## config.mk

```make
export PLATFORM = sky130hd
export DESIGN_NAME = ssir_top
export DESIGN_NICKNAME = d
export VERILOG_FILES = /design/src/common/ssir_pkg.sv /design/src/design/ssir_sync.sv /design/src/design/ssir_top.sv
export SDC_FILE = /design/constraint.sdc
export NUM_CORES = 1
export LEC_CHECK = 0
export BUFFER_PORTS_ARGS = -buffer_cell sky130_fd_sc_hd__clkbuf_2
export CORE_ASPECT_RATIO = 1.25
export CORE_MARGIN = 10
export CORE_UTILIZATION = 30
export CTS_BUF_LIST = sky130_fd_sc_hd__clkbuf_8
export CTS_CLUSTER_DIAMETER = 120
export DETAILED_ROUTE_END_ITERATION = 8
export GPL_TIMING_DRIVEN = 0
export REMOVE_ABC_BUFFERS = 1
export SYNTH_ARGS = -nofsm -noshare
export SYNTH_HDL_FRONTEND = slang
export SYNTH_SLANG_ARGS = --single-unit
```

## constraint.sdc

```tcl
create_clock -name clock -period 4 [get_ports clock]
set_input_delay 0.6 -clock clock [delete_from_list [all_inputs] [get_ports clock]]
set_output_delay 0.6 -clock clock [all_outputs]
set_load 0.02 [all_outputs]
```

## src/common/ssir_pkg.sv

```systemverilog
// package: register map, field layout and carrier types of the spi status block
//
// Functional notes
// RULE1 - select field used only variable-select master
// RULE2 - no decode: lowest zero bit picks line
// RULE3 - decode on: field drives select lines directly
// RULE4 - rx full sets on load, clears on read
// RULE5 - tx empty clears on write, sets on move
// RULE6 - tx empty zero when disabled, enable sets
// RULE7 - mode fault sticky until status read
// RULE8 - overrun on second load without read
// RULE9 - bit 4 mirrors receive channel done
// RULE10 - bit 5 mirrors transmit channel done
// RULE11 - bit 16 shows enabled; status resets zero
// RULE12 - enable-set register sets mask bits
// RULE13 - enable-clear register clears mask bits
// RULE14 - mask register readable, resets zero
// RULE15 - software loads receive pointer before transfer
// RULE16 - count zero stops, nonzero moves words
// RULE17 - irq when status and mask both set
// RULE18 - store advances pointer, decrements count, done
package ssir_pkg;
  localparam int unsigned ADDR_W = 8;
  localparam logic [7:0] OFF_RX_DATA = 8'h08;
  localparam logic [7:0] OFF_TX_DATA = 8'h0C;
  localparam logic [7:0] OFF_STATUS = 8'h10;
  localparam logic [7:0] OFF_IRQ_SET = 8'h14;
  localparam logic [7:0] OFF_IRQ_CLR = 8'h18;
  localparam logic [7:0] OFF_IRQ_MASK = 8'h1C;
  localparam logic [7:0] OFF_RX_ADDR = 8'h20;
  localparam logic [7:0] OFF_RX_COUNT = 8'h24;
  localparam logic [7:0] OFF_MODE_CTL = 8'h40;
  localparam int unsigned BIT_RX_FULL = 0;
  localparam int unsigned BIT_TX_EMPTY = 1;
  localparam int unsigned BIT_MODE_FAULT = 2;
  localparam int unsigned BIT_OVERRUN = 3;
  localparam int unsigned BIT_RX_DONE = 4;
  localparam int unsigned BIT_TX_DONE = 5;
  localparam int unsigned BIT_ENABLED = 16;
  localparam int unsigned SEL_LSB = 16;
  localparam int unsigned MODE_MASTER = 0;
  localparam int unsigned MODE_VARIABLE = 1;
  localparam int unsigned MODE_DECODE = 2;
  localparam logic [31:0] RX_ADDR_STEP = 32'h00000004;
  localparam logic [5:0] MASK_RESET = 6'h00;
  localparam logic [3:0] SEL_IDLE = 4'hF;
  localparam logic [3:0] FIXED_SEL_RESET = 4'hF;

  typedef struct packed {
    logic [ADDR_W-1:0] addr;
    logic [31:0] wdata;
    logic wr;
    logic rd;
  } ssir_bus_t;

  typedef struct packed {
    logic enable_cmd;
    logic disable_cmd;
    logic rx_load;
    logic [15:0] rx_word;
    logic tx_load;
    logic mode_fault;
    logic tx_done;
  } ssir_core_t;
endpackage

```

## src/design/ssir_sync.sv

```systemverilog
// two-flop synchroniser for outside levels
`timescale 1ns/1ps
module ssir_sync import ssir_pkg::*; #(
  parameter int unsigned W = 1
) (
  input wire logic clock, // system clock
  input wire logic sys_rst, // synchronous reset
  input wire logic clk_en, // freezes state when low
  input wire logic [W-1:0] async_in, // level from outside
  output logic [W-1:0] sync_out // synchronised level
);
  typedef struct packed {
    logic [W-1:0] meta;
    logic [W-1:0] sync;
  } ssir_sync_st_t;
  ssir_sync_st_t s_q, s_d;
  always_comb begin
    s_d = s_q;
    s_d.meta = async_in;
    s_d.sync = s_q.meta;
  end
  always_ff @(posedge clock) begin
    if (sys_rst) begin
      s_q <= '0;
    end else if (clk_en) begin
      s_q <= s_d;
    end
  end
  assign sync_out = s_q.sync;
endmodule // ssir_sync

```

## src/design/ssir_top.sv

```systemverilog
// spi status, interrupt mask, select field and receive channel registers
//
// Chosen here: the address-and-strobe port.
`timescale 1ns/1ps
module ssir_top import ssir_pkg::*; (
  input wire logic clock, // 100 MHz system clock
  input wire logic sys_rst, // synchronous reset, high
  input wire logic clk_en, // freezes all state when low
  input wire logic [ADDR_W-1:0] reg_addr, // register byte address
  input wire logic [31:0] reg_wdata, // write data
  input wire logic reg_wr, // write strobe
  input wire logic reg_rd, // read strobe
  output logic [31:0] reg_rdata, // read data, cycle after strobe
  input wire logic core_enable_cmd, // enable command pulse
  input wire logic core_disable_cmd, // disable command pulse
  input wire logic core_rx_load, // word moved serializer to rx reg
  input wire logic [15:0] core_rx_word, // received word
  input wire logic core_tx_load, // tx word moved into serializer
  input wire logic core_tx_done, // transmit channel end level
  input wire logic fault_pin, // mode fault level from pin
  output logic [3:0] slave_select_lines, // active-low selects
  output logic [3:0] tx_select_field, // select field of last tx word
  output logic tx_word_valid, // pulse: tx data written
  output logic [15:0] tx_word, // tx data
  output logic dma_wr, // pulse: store word to memory
  output logic [31:0] dma_addr, // memory address of store
  output logic [15:0] dma_data, // word stored
  output logic irq // level interrupt request
);
  typedef struct packed {
    logic [31:0] rdata;
    logic rx_full_flag;
    logic tx_empty_flag;
    logic mode_fault_flag;
    logic rx_overrun_flag;
    logic enabled_state_flag;
    logic [5:0] irq_mask;
    logic [31:0] rx_buffer_address_field;
    logic [15:0] rx_buffer_count_field;
    logic rx_channel_done;
    logic [15:0] rx_data_register;
    logic [3:0] sel_field;
    logic master_mode;
    logic variable_select_mode;
    logic select_decode_on;
    logic [3:0] fixed_select;
    logic [3:0] sel_lines;
    logic tx_valid;
    logic [15:0] tx_data;
    logic dma_wr;
    logic [31:0] dma_addr;
    logic [15:0] dma_data;
    logic fault_seen;
    logic irq;
  } ssir_state_t;

  ssir_state_t s_q, s_d;
  ssir_bus_t bus;
  ssir_core_t core;
  logic fault_sync;

  assign bus = '{addr: reg_addr, wdata: reg_wdata, wr: reg_wr, rd: reg_rd};
  assign core = '{enable_cmd: core_enable_cmd,
                  disable_cmd: core_disable_cmd,
                  rx_load: core_rx_load, rx_word: core_rx_word,
                  tx_load: core_tx_load, mode_fault: fault_sync,
                  tx_done: core_tx_done};

  // the fault pin is asynchronous, so it is synchronised before edge detect
  ssir_sync #(.W(1)) u_fault_sync (
    .clock(clock),
    .sys_rst(sys_rst),
    .clk_en(clk_en),
    .async_in(fault_pin),
    .sync_out(fault_sync)
  );

  // lowest zero bit picks a single active-low line
  function automatic logic [3:0] sel_onehot(input logic [3:0] f);
    logic [3:0] r;
    r = SEL_IDLE;
    if (!f[0]) r = 4'hE;
    else if (!f[1]) r = 4'hD;
    else if (!f[2]) r = 4'hB;
    else if (!f[3]) r = 4'h7;
    return r;
  endfunction

  function automatic logic hit(input logic [ADDR_W-1:0] a,
                               input logic [7:0] off);
    return a == off[ADDR_W-1:0];
  endfunction

  function automatic logic [5:0] status_bits(input ssir_state_t s);
    logic [5:0] b;
    b = '0;
    b[BIT_RX_FULL] = s.rx_full_flag;
    b[BIT_TX_EMPTY] = s.tx_empty_flag;
    b[BIT_MODE_FAULT] = s.mode_fault_flag;
    b[BIT_OVERRUN] = s.rx_overrun_flag;
    b[BIT_RX_DONE] = s.rx_channel_done; // RULE9
    b[BIT_TX_DONE] = core_tx_done; // RULE10
    return b;
  endfunction

  always_comb begin
    logic [3:0] use_field;
    logic rx_rd;
    logic st_rd;
    logic [5:0] st;
    logic [5:0] next_st;
    use_field = '0;
    next_st = '0;
    rx_rd = bus.rd && hit(bus.addr, OFF_RX_DATA);
    st_rd = bus.rd && hit(bus.addr, OFF_STATUS);
    st = status_bits(s_q);
    s_d = s_q;
    s_d.tx_valid = 1'b0;
    s_d.dma_wr = 1'b0;
    s_d.fault_seen = core.mode_fault;

    // read data: one cycle after the strobe, zero otherwise
    s_d.rdata = '0;
    if (bus.rd) begin
      unique case (1'b1)
        hit(bus.addr, OFF_RX_DATA):
          s_d.rdata = {12'h000, s_q.sel_lines & {4{s_q.master_mode}},
                       s_q.rx_data_register};
        hit(bus.addr, OFF_STATUS): begin
          s_d.rdata[5:0] = st;
          s_d.rdata[BIT_ENABLED] = s_q.enabled_state_flag; // RULE11
        end
        hit(bus.addr, OFF_IRQ_MASK):
          s_d.rdata[5:0] = s_q.irq_mask; // RULE14
        hit(bus.addr, OFF_RX_ADDR):
          s_d.rdata = s_q.rx_buffer_address_field;
        hit(bus.addr, OFF_RX_COUNT):
          s_d.rdata[15:0] = s_q.rx_buffer_count_field;
        hit(bus.addr, OFF_MODE_CTL):
          s_d.rdata = {12'h000, s_q.fixed_select, 13'h0000,
                       s_q.select_decode_on, s_q.variable_select_mode,
                       s_q.master_mode};
        default: s_d.rdata = '0;
      endcase
    end

    // enable state; disable wins when both commands arrive together
    if (core.disable_cmd) begin
      s_d.enabled_state_flag = 1'b0;
    end else if (core.enable_cmd) begin
      s_d.enabled_state_flag = 1'b1;
    end

    // rx full and overrun; a load in the read cycle keeps the flag set
    if (rx_rd) s_d.rx_full_flag = 1'b0; // RULE4
    if (st_rd) s_d.rx_overrun_flag = 1'b0; // RULE8
    if (st_rd) s_d.mode_fault_flag = 1'b0; // RULE7
    if (core.rx_load) begin
      s_d.rx_full_flag = 1'b1; // RULE4
      s_d.rx_data_register = core.rx_word;
      if (s_q.rx_full_flag && !rx_rd) s_d.rx_overrun_flag = 1'b1; // RULE8
    end
    if (core.mode_fault && !s_q.fault_seen) begin
      s_d.mode_fault_flag = 1'b1; // RULE7
    end

    // tx data write: clears tx empty and latches the select field
    if (bus.wr && hit(bus.addr, OFF_TX_DATA)) begin
      s_d.tx_empty_flag = 1'b0; // RULE5
      s_d.tx_valid = 1'b1;
      s_d.tx_data = bus.wdata[15:0];
      s_d.sel_field = bus.wdata[SEL_LSB +: 4];
    end
    if (core.tx_load) s_d.tx_empty_flag = 1'b1; // RULE5
    if (core.enable_cmd && !core.disable_cmd) begin
      s_d.tx_empty_flag = 1'b1; // RULE6
    end
    if (core.disable_cmd || !s_d.enabled_state_flag) begin
      s_d.tx_empty_flag = 1'b0; // RULE6
    end

    // select lines: field only honoured in variable master mode
    if (s_q.master_mode && s_q.variable_select_mode) begin
      use_field = s_q.sel_field; // RULE1
    end else begin
      use_field = s_q.fixed_select; // RULE1
    end
    if (s_q.select_decode_on) begin
      s_d.sel_lines = use_field; // RULE3
    end else begin
      s_d.sel_lines = sel_onehot(use_field); // RULE2
    end

    // register writes
    if (bus.wr) begin
      if (hit(bus.addr, OFF_IRQ_SET)) begin
        s_d.irq_mask = s_q.irq_mask | bus.wdata[5:0]; // RULE12
      end
      if (hit(bus.addr, OFF_IRQ_CLR)) begin
        s_d.irq_mask = s_q.irq_mask & ~bus.wdata[5:0]; // RULE13
      end
      if (hit(bus.addr, OFF_RX_ADDR)) begin
        s_d.rx_buffer_address_field = bus.wdata; // RULE15
      end
      if (hit(bus.addr, OFF_MODE_CTL)) begin
        s_d.master_mode = bus.wdata[MODE_MASTER];
        s_d.variable_select_mode = bus.wdata[MODE_VARIABLE];
        s_d.select_decode_on = bus.wdata[MODE_DECODE];
        s_d.fixed_select = bus.wdata[SEL_LSB +: 4];
      end
    end

    // receive channel: moves one word per full flag while count nonzero;
    // the store itself reads the rx register, which frees it
    if (bus.wr && hit(bus.addr, OFF_RX_COUNT)) begin
      s_d.rx_buffer_count_field = bus.wdata[15:0]; // RULE16
      s_d.rx_channel_done = 1'b0; // RULE9
    end else if (s_q.rx_full_flag && s_q.rx_buffer_count_field != 16'h0000
                 && !core.rx_load) begin
      s_d.dma_wr = 1'b1; // RULE16
      s_d.dma_addr = s_q.rx_buffer_address_field;
      s_d.dma_data = s_q.rx_data_register;
      s_d.rx_full_flag = 1'b0;
      s_d.rx_buffer_address_field =
        s_q.rx_buffer_address_field + RX_ADDR_STEP; // RULE18
      s_d.rx_buffer_count_field =
        s_q.rx_buffer_count_field - 16'h0001; // RULE18
      // done only on the last store, so a count idle since reset reads zero
      s_d.rx_channel_done =
        s_q.rx_buffer_count_field == 16'h0001; // RULE18
      if (bus.wr && hit(bus.addr, OFF_RX_ADDR)) begin
        s_d.rx_buffer_address_field = bus.wdata;
      end
    end

    // interrupt from the next state of each flag; tx done from its live level under present and next mask
    next_st = status_bits(s_d);
    next_st[BIT_TX_DONE] = s_q.irq_mask[BIT_TX_DONE] & core_tx_done;
    s_d.irq = |(next_st & s_d.irq_mask); // RULE17
  end

  always_ff @(posedge clock) begin
    if (sys_rst) begin
      s_q <= '0;
      s_q.irq_mask <= MASK_RESET; // RULE14
      s_q.fixed_select <= FIXED_SEL_RESET;
      s_q.sel_field <= FIXED_SEL_RESET;
      s_q.sel_lines <= SEL_IDLE;
    end else if (clk_en) begin
      s_q <= s_d;
    end
  end

  assign reg_rdata = s_q.rdata;
  assign slave_select_lines = s_q.sel_lines;
  assign tx_select_field = s_q.sel_field;
  assign tx_word_valid = s_q.tx_valid;
  assign tx_word = s_q.tx_data;
  assign dma_wr = s_q.dma_wr;
  assign dma_addr = s_q.dma_addr;
  assign dma_data = s_q.dma_data;
  assign irq = s_q.irq;
endmodule // ssir_top

```

==> out/qor.txt, run 1 <==
================================================================================
Leading register cell type out of synthesis .......................      dfxtp_1
Count of instances resized after the clock tree is built ..........            0
Initial antenna violation count ...................................            1
Post-DRT Antenna Nets .............................................            0
Hold slack final ..................................................    0.2859 ns
Leading post-synthesis cells by instance count .................... nand2_1 (221), dfxtp_1 (193), a21oi_1 (140), buf_4 (104), nand3_1 (94)
Initial Util ......................................................       30.43%
Number of instances in the synthesized netlist ....................        1,291
Clock slew at reported path FFs ...................................      0.11 ns
Total power after layout ..........................................     3.438 mW
Maximum number of pins on one net before global-route repair ......          119
Total Wirelength ..................................................    34,600 um
Count of yosys warnings during synthesis ..........................            0
Syn Std Cell Area .................................................     9975 um2
Fraction of post-synthesis cell area in the top cell type by area .       38.74%
Power Dens Cells .................................................. 318.5 nW/um2
Final global-route overflow total .................................            0
Die Span X ........................................................     183.1 um
Total of endpoints with negative setup slack in the final report ..            0
Leading post-synthesis cells by cell area ......................... dfxtp_1 (39%), nand2_1 (8.3%), buf_4 (7.8%)
Arr. time, crit path ..............................................      4.04 ns
Setup_tns .........................................................         0 ns
Proportion of layout cells with a drive suffix above 1 ............       18.77%
Final WS setup ....................................................    0.3956 ns
Number of buffers created by CTS ..................................           17
Maximum clock insertion buffer count ..............................            2
Worst-skew pair later-pin latency .................................      0.52 ns
Synth unique cells ................................................           72
Final instance count without filler cells .........................        1,724
Core box area .....................................................   32,780 um2
Highest net fanout along the worst path ...........................           27
Total of flip-flops plus latches after synthesis ..................          193
Count of clock tree sinks .........................................          193
Number of iterations in the first detailed-routing pass ...........            5
Vias in the first global route ....................................        9,114
Post-CTS Hold Fix Bufs ............................................            0
R2R cell count ....................................................           11
Detailed router's first-iteration violation count .................          638
TritonCTS clock tree ..............................................          yes
Vias per inst .....................................................        5.425
Post-layout net count .............................................        1,363
Startpoint class of the critical path .............................     register
DIE AREA ..........................................................   40,990 um2
Cell accounting for the most synthesized area .....................      dfxtp_1
Post-synth ARST share .............................................           0%
Number of setup buffers added after CTS ...........................            0
DP Worst Slack ....................................................   -0.1128 ns
Placed wire-length estimate .......................................    24,650 um
Unrepaired setup endpoints after global routing ...................        false
Normalized max-slew margin ........................................       10.14%
Lkg Pwr ...........................................................     3.957 nW
Required time at the endpoint of the critical path ................      4.44 ns
Boundary Pins .....................................................          174
Largest voltage drop on the vdd net ...............................     148.1 uV
Layout Skew .......................................................   0.02093 ns
Most common cell in the netlist ...................................      nand2_1
Final worst path period share .....................................       90.11%
First-pass GRT wire length ........................................    52,920 um
Number of pins exceeding their max-slew limit in the final report .            0
Outcome ........................................................... finished clean
Cell row count ....................................................           74
Number of remaining DRC errors ....................................            0
Post-placement cell count .........................................        1,691
I/O Buffers .......................................................          173
Sort of element at the end of the critical path ...................     register
Layout-stage area growth over the synthesis result ................       8.204%
Deepest level of the CTS H-tree ...................................            4
Routability Congestion ............................................       0.8562
Avg WL per Cell ...................................................     20.07 um
Number of enable flip-flop cells after synthesis ..................            0
Part of the Yosys area used for sequential elements ...............       38.74%
Mean instance size in the synthesized netlist .....................    7.726 um2
Achievable Freq ...................................................    277.4 MHz
Cell depth of the worst hold path .................................            3
Hold Fails Final Rpt ..............................................            0
Worst setup path category .........................................   reg -> reg
Min-Delay Path Class ..............................................    in -> reg
Vias ..............................................................        9,352
Max_cap viols .....................................................            0
Global routing usage summed across all routing layers .............       16.43%
Final critical path time including I/O delays and setup ...........     3.604 ns
Slew of the pin with the lowest slew margin .......................     1.330 ns
CTS Root Buffer Type ..............................................     clkbuf_8
Chip height .......................................................     223.9 um
================================================================================
cell families (layout without fill, tap and decap cells):
group | after synthesis | count (layout) | synth area share [%]
AO/OA/AOI/OAI | 336 | 336 | 21.54
AND/OR/NAND/NOR | 522 | 522 | 24.82
buffers and inverters | 214 | 228 | 12.17
adder cells (fa/ha/maj) | 4 | 4 | 0.5018
flip-flops | 193 | 193 | 38.74
XOR/XNOR | 2 | 2 | 0.1756
multiplexers | 20 | 20 | 2.057
other | 0 | 1 | 0
final timing paths:
check             slack, ns           end        startpoint
setup / recovery       0.40  dma_addr[21]          s_q[101]
hold / removal         0.29       s_q[95]  core_rx_word[12]
setup reg to reg       0.40  dma_addr[21]          s_q[101]
hold reg to reg        0.46    tx_word[5]        tx_word[5]
sequential cells by signal (all words and copies together), names as in the netlist:
register               count
dma_addr                  32
dma_data                  16
dma_wr                     1
irq                        1
reg_rdata                 32
s_q                       84
slave_select_lines         4
tx_select_field            4
tx_word                   16
tx_word_valid              1
u_fault_sync.s_d           1
u_fault_sync.sync_out      1
metal layers:
metal  vias up  global-route usage, %  part of all wire (%)
li1       4514                      -                     -
met1      4513                  19.48                    42
met2       267                  28.21                    50
met3        58                  3.174                   5.3
met4         0                  7.177                   3.0
met5         -                      0                     0
critical path, cell delays in order (launching register included):
cell and delay (ns):
dfxtp_1 0.39, inv_1 0.15, ha_1 0.24, nor4b_1 0.64, and4_1 0.60, nor3_2 0.16, buf_6 0.24, buf_8 0.15
nand2_2 0.45, buf_12 0.25, nand2_1 0.07, a21oi_1 0.13
cell type report:
cell class | instances | area [um2]
fill | 3551 | 21980
timing repair buffer | 185 | 1061
tap | 418 | 523.0
sequential | 193 | 3864
multi-input combinational | 884 | 4940
antenna | 1 | 2.502
clock inverter | 15 | 126.4
inverter | 11 | 42.54
clock buffer | 17 | 234.0
layout by cell type, fill, tap and decap left out, types with 9 or more instances in the layout:
| cell type | instances |
|---|---|
| o211ai_1 | 12 |
| or3_1 | 9 |
| nand3_1 | 94 |
| o21ai_0 | 42 |
| nor2_1 | 83 |
| nor3_1 | 16 |
| a22oi_1 | 50 |
| clkbuf_2 | 171 |
| a31oi_1 | 16 |
| dfxtp_1 | 193 |
| a22o_1 | 10 |
| and3_1 | 20 |
| nand4_1 | 14 |
| a21oi_1 | 140 |
| nand2_1 | 220 |
| inv_1 | 11 |
| mux2i_1 | 16 |
| clkbuf_8 | 19 |
metrics by stage:
step / utilization [%] / instance area (um2)
floorplan: - / 8802
global placement: 31.09 / 10190
detailed placement: 31.82 / 10430
CTS: 32.92 / 10790
global route: 32.93 / 10790
finish: 32.93 / 10790
power by group:
part	total, mW	switching, mW	leakage (nW)	internal (mW)
clock	1.26	0.811	0.175	0.446
combinational	0.230	0.162	2.22	0.0677
sequential	1.95	0.0162	1.56	1.94
Power figures use the tool's default switching activity.
==> run 2: changes to the inputs <==
Settings changed: ABC_AREA set to 1, MAX_ROUTING_LAYER set to met4, PLACE_DENSITY_LB_ADDON set to 0.15.
==> run 2 against run 1 <==
Hold slack improved by 0.046 ns. Design area increased by 1.6%. Die area increased by 1.6%. Register-to-register slack improved by 0.77 ns. Sequential power increased by 3%. Utilization decreased by 0.20 points. Clock skew about the same. Critical path type is now in -> reg.
==> out/qor.txt, run 2 <==
================================================================================
Arr. time, crit path ..............................................      3.53 ns
Cell accounting for the most synthesized area .....................      dfxtp_1
Final WS setup ....................................................    0.8556 ns
Number of iterations in the first detailed-routing pass ...........            4
Most common cell in the netlist ...................................      nand2_1
Clock slew at reported path FFs ...................................      0.10 ns
Leading post-synthesis cells by instance count .................... nand2_1 (260), dfxtp_1 (193), a21oi_1 (146), nor2_1 (146), o21ai_0 (124)
Unrepaired setup endpoints after global routing ...................        false
Count of instances resized after the clock tree is built ..........            0
Count of filler cells inserted in the layout ......................        3,691
Proportion of layout cells with a drive suffix above 1 ............       18.22%
Mean instance size in the synthesized netlist .....................    7.074 um2
Outcome ........................................................... finished clean
Vias ..............................................................        9,151
Worst setup path category .........................................    in -> reg
DP Worst Slack ....................................................    0.2386 ns
Hold Fails Final Rpt ..............................................            0
Core box area .....................................................   33,500 um2
Total of flip-flops plus latches after synthesis ..................          193
Startpoint class of the critical path .............................   input port
Routability Congestion ............................................       0.8350
Most common library cell in the layout ignoring fill and taps .....      nand2_1
Count of clock tree sinks .........................................          193
TritonCTS clock tree ..............................................          yes
Cell row count ....................................................           75
Setup_tns .........................................................         0 ns
Vias in the first global route ....................................        8,985
Number of remaining DRC errors ....................................            0
Die Span X ........................................................     184.5 um
Maximum number of pins on one net before global-route repair ......           90
Number of pins exceeding their max-slew limit in the final report .            0
Min-Delay Path Class ..............................................    in -> reg
Top cell by count, worst path .....................................       nor2_1
Placed wire-length estimate .......................................    24,720 um
Max FFs per register ..............................................           84
Layout-stage area growth over the synthesis result ................       8.024%
Leading register cell type out of synthesis .......................      dfxtp_1
Synth unique cells ................................................           51
Largest voltage drop on the vdd net ...............................     143.7 uV
Post-synth ARST share .............................................           0%
Power Dens Cells .................................................. 356.9 nW/um2
Total Wirelength ..................................................    34,010 um
Number of instances in the synthesized netlist ....................        1,435
Final Util ........................................................       32.73%
Achievable Freq ...................................................    318.0 MHz
Part of the Yosys area used for sequential elements ...............       38.06%
Lkg Pwr ...........................................................     4.479 nW
Commonest cells after routing, fill and taps aside ................ nand2_1 (260), dfxtp_1 (193), clkbuf_2 (172)
Leading post-synthesis cells by cell area ......................... dfxtp_1 (38%), nand2_1 (9.6%), buf_4 (7.8%)
Max_cap viols .....................................................            0
Slew of the pin with the lowest slew margin .......................    0.9715 ns
Number of setup buffers added after CTS ...........................            0
Post-CTS Hold Fix Bufs ............................................            0
First-pass GRT wire length ........................................    52,390 um
Total of endpoints with negative setup slack in the final report ..            0
Post-layout net count .............................................        1,529
Critical path's largest stage delay ...............................      0.71 ns
DIE AREA ..........................................................   41,640 um2
Number of buffers created by CTS ..................................           17
Vias per inst .....................................................        4.826
Boundary Pins .....................................................          174
Layout Skew .......................................................   0.02067 ns
Required time at the endpoint of the critical path ................      4.39 ns
Deepest level of the CTS H-tree ...................................            4
Avg WL per Cell ...................................................     17.94 um
Reg with most FFs .................................................          s_q
Maximum clock insertion buffer count ..............................            2
Initial antenna violation count ...................................            2
Ordered cell list for the critical path ........................... clkbuf_2 -> inv_4 -> buf_16 -> nor2_4 -> inv_1 -> nor2_1 -> nor2_1
Number of enable flip-flop cells after synthesis ..................            0
CTS Root Buffer Type ..............................................     clkbuf_8
Highest net fanout along the worst path ...........................           56
Chip height .......................................................     225.7 um
Count of yosys warnings during synthesis ..........................            0
Normalized max-slew margin ........................................       35.08%
Global routing usage summed across all routing layers .............       16.64%
Post-DRT Antenna Nets .............................................            0
Hold slack final ..................................................    0.3317 ns
I/O Buffers .......................................................          173
Final global-route overflow total .................................            0
Initial Util ......................................................       30.30%
Final worst path period share .....................................       78.61%
Detailed router's first-iteration violation count .................          607
Slowest cell on the critical path .................................     clkbuf_2
Worst-skew pair later-pin latency .................................      0.50 ns
Fraction of post-synthesis cell area in the top cell type by area .       38.06%
Sort of element at the end of the critical path ...................     register
Syn Std Cell Area .................................................   10,150 um2
Largest delay contributor family on the critical path ............. buffers and inverters
Sum of buffers and inverters on the critical path .................            4
Final critical path time including I/O delays and setup ...........     3.144 ns
================================================================================
-- run 2: cell count changes after synthesis, sizes merged, moves of 12 or more --
cell,delta
o21ai,+114
a22oi,-46
and3,-21
inv,+115
nor2,+86
o22ai,+12
nand2,+45
clkbuf,-40
mux2i,-16
-- run 2: routing by layer --
layer / up-vias / track usage (%) / share of wire, %
li1: 4704 / - / -
met1: 4235 / 19.10 / 43
met2: 173 / 28.74 / 51
met3: 39 / 3.007 / 3.9
met4: 0 / 5.189 / 2.0
met5: - / - / 0
-- run 2: layout make-up --
class | instances | area [um2] | share of cell area (%)
diodes | 2 | 5.005 | 0.04564
multi-input cells | 941 | 4654 | 42.45
repair buffers | 178 | 991.0 | 9.037
flip-flops and latches | 193 | 3864 | 35.24
clock inverters | 15 | 200.2 | 1.826
well taps | 423 | 529.3 | 4.827
inverters | 127 | 488.0 | 4.450
clock buffers | 17 | 234.0 | 2.134
-- run 2: logic make-up after synthesis --
kind of cell             after synthesis  synth area share [%]
AND/OR/NAND/NOR                      554                 24.24
AO/OA/AOI/OAI                        373                 20.25
flip-flops                           193                 38.06
buffers and inverters                301                 16.09
adder cells (fa/ha/maj)                4                0.4931
XOR/XNOR                              10                0.8629
-- run 2: worst register-to-register path, delay by kind of cell, from the launching register on --
kind          cells  cell delay (ns)
buf+inv           4             0.78
fa+ha+maj         1             0.22
simple gates      7             1.37
flops             1             0.36
-- run 2: worst paths after layout --
| path | from | end | slack [ns] | cells past startpoint |
|---|---|---|---|---|
| worst max register to register | s_q[100] | dma_addr[14] | 1.17 | 12 |
| worst min register to register | s_q[1] | s_q[1] | 0.47 | 2 |
| worst min-delay path | fault_pin | u_fault_sync.s_d[0] | 0.33 | 3 |
| worst max-delay path | clk_en | tx_word[1] | 0.86 | 7 |
-- run 2: report_power, final --
group / internal (mW) / switching, mW / total (mW)
combinational: 0.144 / 0.323 / 0.467
clock: 0.639 / 0.804 / 1.44
sequential: 1.97 / 0.0304 / 2.00
total: 2.76 / 1.16 / 3.91
-- run 2: through the flow --
| step | power [mW] | cells | cell area (um2) |
|---|---|---|---|
| 3_5_place_dp | 2.523 | 1862 | 10530 |
| 3_3_place_gp | 2.507 | 1857 | 10400 |
| 4_1_cts | 3.981 | 1894 | 10960 |
| 5_1_grt | 4.107 | 1896 | 10970 |
| 6_report | 3.914 | 1896 | 10970 |
| 2_1_floorplan | 2.316 | 1261 | 9001 |
==> run 3: changes to the inputs <==
Clock period 4 ns to 3.1 ns, I/O delays scaled along.
==> run 3 against run 2 <==
Sequential cell count is the same. Die area is the same. Critical path depth rose by 5. Non-clock buffer count stayed put. Combinational power is 29% higher. Total power increased by 29%. Clock skew is essentially flat.
==> out/qor.txt, run 3 (synthesis results as in run 2) <==
================================================================================
Routability Congestion ............................................       0.8350
Outcome ........................................................... finished clean
Slew of the pin with the lowest slew margin .......................    0.9714 ns
Core box area .....................................................   33,500 um2
Worst setup path category .........................................   reg -> reg
Detailed router's first-iteration violation count .................          607
Share of total power consumed by net switching ....................       29.56%
Final critical path time including I/O delays and setup ...........     2.828 ns
Initial antenna violation count ...................................            2
Most common library cell in the layout ignoring fill and taps .....      nand2_1
Sort of element at the end of the critical path ...................     register
Unrepaired setup endpoints after global routing ...................        false
Avg WL per Cell ...................................................     17.93 um
Maximum clock insertion buffer count ..............................            2
Clock slew at reported path FFs ...................................      0.11 ns
Count of filler cells inserted in the layout ......................        3,692
Number of buffers created by CTS ..................................           17
Area after DPL ....................................................   10,530 um2
Largest voltage drop on the vdd net ...............................     185.4 uV
Deepest level of the CTS H-tree ...................................            4
CTS Root Buffer Type ..............................................     clkbuf_8
Layout Skew .......................................................   0.02068 ns
Proportion of layout cells with a drive suffix above 1 ............       18.22%
Clock network power share .........................................        36.9%
Number of remaining DRC errors ....................................            0
Largest delay contributor family on the critical path ............. simple AND/OR/NAND/NOR gates
Ordered cell list for the critical path ........................... inv_1 -> ha_1 -> nand2_1 -> nor2_2 -> nand2_4 -> nand3_4 -> nor2_4 -> buf_12 -> buf_16 -> inv_2 -> nor2_1 -> nor2_1
Top cell by count, worst path .....................................       nor2_1
Required time at the endpoint of the critical path ................      3.49 ns
Lkg Pwr ...........................................................     4.479 nW
Min-Delay Path Class ..............................................    in -> reg
Slowest cell on the critical path .................................       nor2_4
Total of endpoints with negative setup slack in the final report ..            0
Power Dens Cells .................................................. 460.5 nW/um2
Count of clock tree sinks .........................................          193
Hold slack final ..................................................    0.1983 ns
First-pass GRT wire length ........................................    52,390 um
Final global-route overflow total .................................            0
Vias ..............................................................        9,151
I/O Buffers .......................................................          173
Number of pins exceeding their max-slew limit in the final report .            0
DIE AREA ..........................................................   41,640 um2
Final instance count without filler cells .........................        1,896
Boundary Pins .....................................................          174
Sequential group share of total power .............................        51.2%
Reg with most FFs .................................................          s_q
Post-CTS Hold Fix Bufs ............................................            0
Global routing usage summed across all routing layers .............       16.64%
Post-layout net count .............................................        1,529
Hold Fails Final Rpt ..............................................            0
Number of iterations in the first detailed-routing pass ...........            4
Setup_tns .........................................................         0 ns
Max_cap viols .....................................................            0
Internal power summed over all cells ..............................     3.558 mW
Area of combinational cells with multiple inputs ..................     4654 um2
Arr. time, crit path ..............................................      3.22 ns
Maximum number of pins on one net before global-route repair ......           90
Initial Util ......................................................       30.30%
Final design area excluding fillers ...............................   10,970 um2
Achievable Freq ...................................................    353.6 MHz
Worst-skew pair later-pin latency .................................      0.50 ns
Sequential cell area ..............................................     3864 um2
Sum of buffers and inverters on the critical path .................            4
Combinational Power Share .........................................        11.9%
Chip height .......................................................     225.7 um
Total Wirelength ..................................................    34,000 um
Cell row count ....................................................           75
Placed wire-length estimate .......................................    24,720 um
Max FFs per register ..............................................           84
Die Span X ........................................................     184.5 um
Vias per inst .....................................................        4.826
Normalized max-slew margin ........................................       35.08%
Switching power of the nets .......................................     1.493 mW
Startpoint class of the critical path .............................     register
Layout-stage area growth over the synthesis result ................       8.049%
Commonest cells after routing, fill and taps aside ................ nand2_1 (260), dfxtp_1 (193), clkbuf_2 (171)
Vias in the first global route ....................................        8,985
Post-placement cell count .........................................        1,862
Critical path's largest stage delay ...............................      0.67 ns
Highest net fanout along the worst path ...........................           34
TritonCTS clock tree ..............................................          yes
Post-DRT Antenna Nets .............................................            0
Final worst path period share .....................................       91.22%
Total power after layout ..........................................     5.051 mW
================================================================================
run 3: path summary, 6_finish.rpt:
check                                from                   to  slack, ns  depth (start not counted)
worst max-delay path             s_q[100]         dma_addr[14]       0.27                         12
worst min-delay path            fault_pin  u_fault_sync.s_d[0]       0.20                          3
worst max register to register   s_q[100]         dma_addr[14]       0.27                         12
worst min register to register     s_q[1]               s_q[1]       0.47                          2
run 3: power by group through the flow:
| stage | clock, mW | sequential, mW | combinational, mW |
|---|---|---|---|
| floorplan | 0 | 2.68 | 0.312 |
| global placement | 0 | 2.64 | 0.594 |
| detailed placement | 0 | 2.64 | 0.612 |
| CTS | 1.94 | 2.59 | 0.615 |
| global route | 2.03 | 2.60 | 0.672 |
| finish | 1.86 | 2.59 | 0.603 |
run 3: layout make-up:
class | instances | area share, %
Clock inverter | 15 | 1.825
Multi-Input combinational cell | 941 | 42.44
Antenna cell | 2 | 0.04563
Clock buffer | 17 | 2.133
Tap cell | 423 | 4.825
Sequential cell | 193 | 35.23
Inverter | 127 | 4.449
Timing Repair Buffer | 178 | 9.058
run 3: metrics by stage:
stage	worst slack (ns)	util (%)
CTS	0.2402	32.72
detailed placement	-0.5264	31.42
floorplan	0.6230	-
global placement	-2.471	31.03
global route	0.04981	32.74
finish	0.2723	32.74
run 3: timing repair:
action | 4_1_cts | 5_1_grt
buffers inserted | 0 | 0
hold endpoints to repair | 0 | 0
gates resized for setup | 1 | 0
setup endpoints to repair | 2 | 0
run 3: worst reg2reg max path: stages (launching register included):
cell and delay (ns):
dfxtp_1 0.36, inv_1 0.11, ha_1 0.22, nand2_1 0.08, nor2_2 0.05, nand2_4 0.09
nand3_4 0.31, nor2_4 0.67, buf_12 0.29, buf_16 0.23, inv_2 0.15, nor2_1 0.12
nor2_1 0.05
run 3: layer usage:
layer | GRT usage, % | up-vias | wire (um)
met5 | - | - | 0
met2 | 28.74 | 171 | 17240
li1 | - | 4704 | -
met4 | 5.189 | 0 | 690
met3 | 3.007 | 39 | 1302
met1 | 19.10 | 4237 | 14770
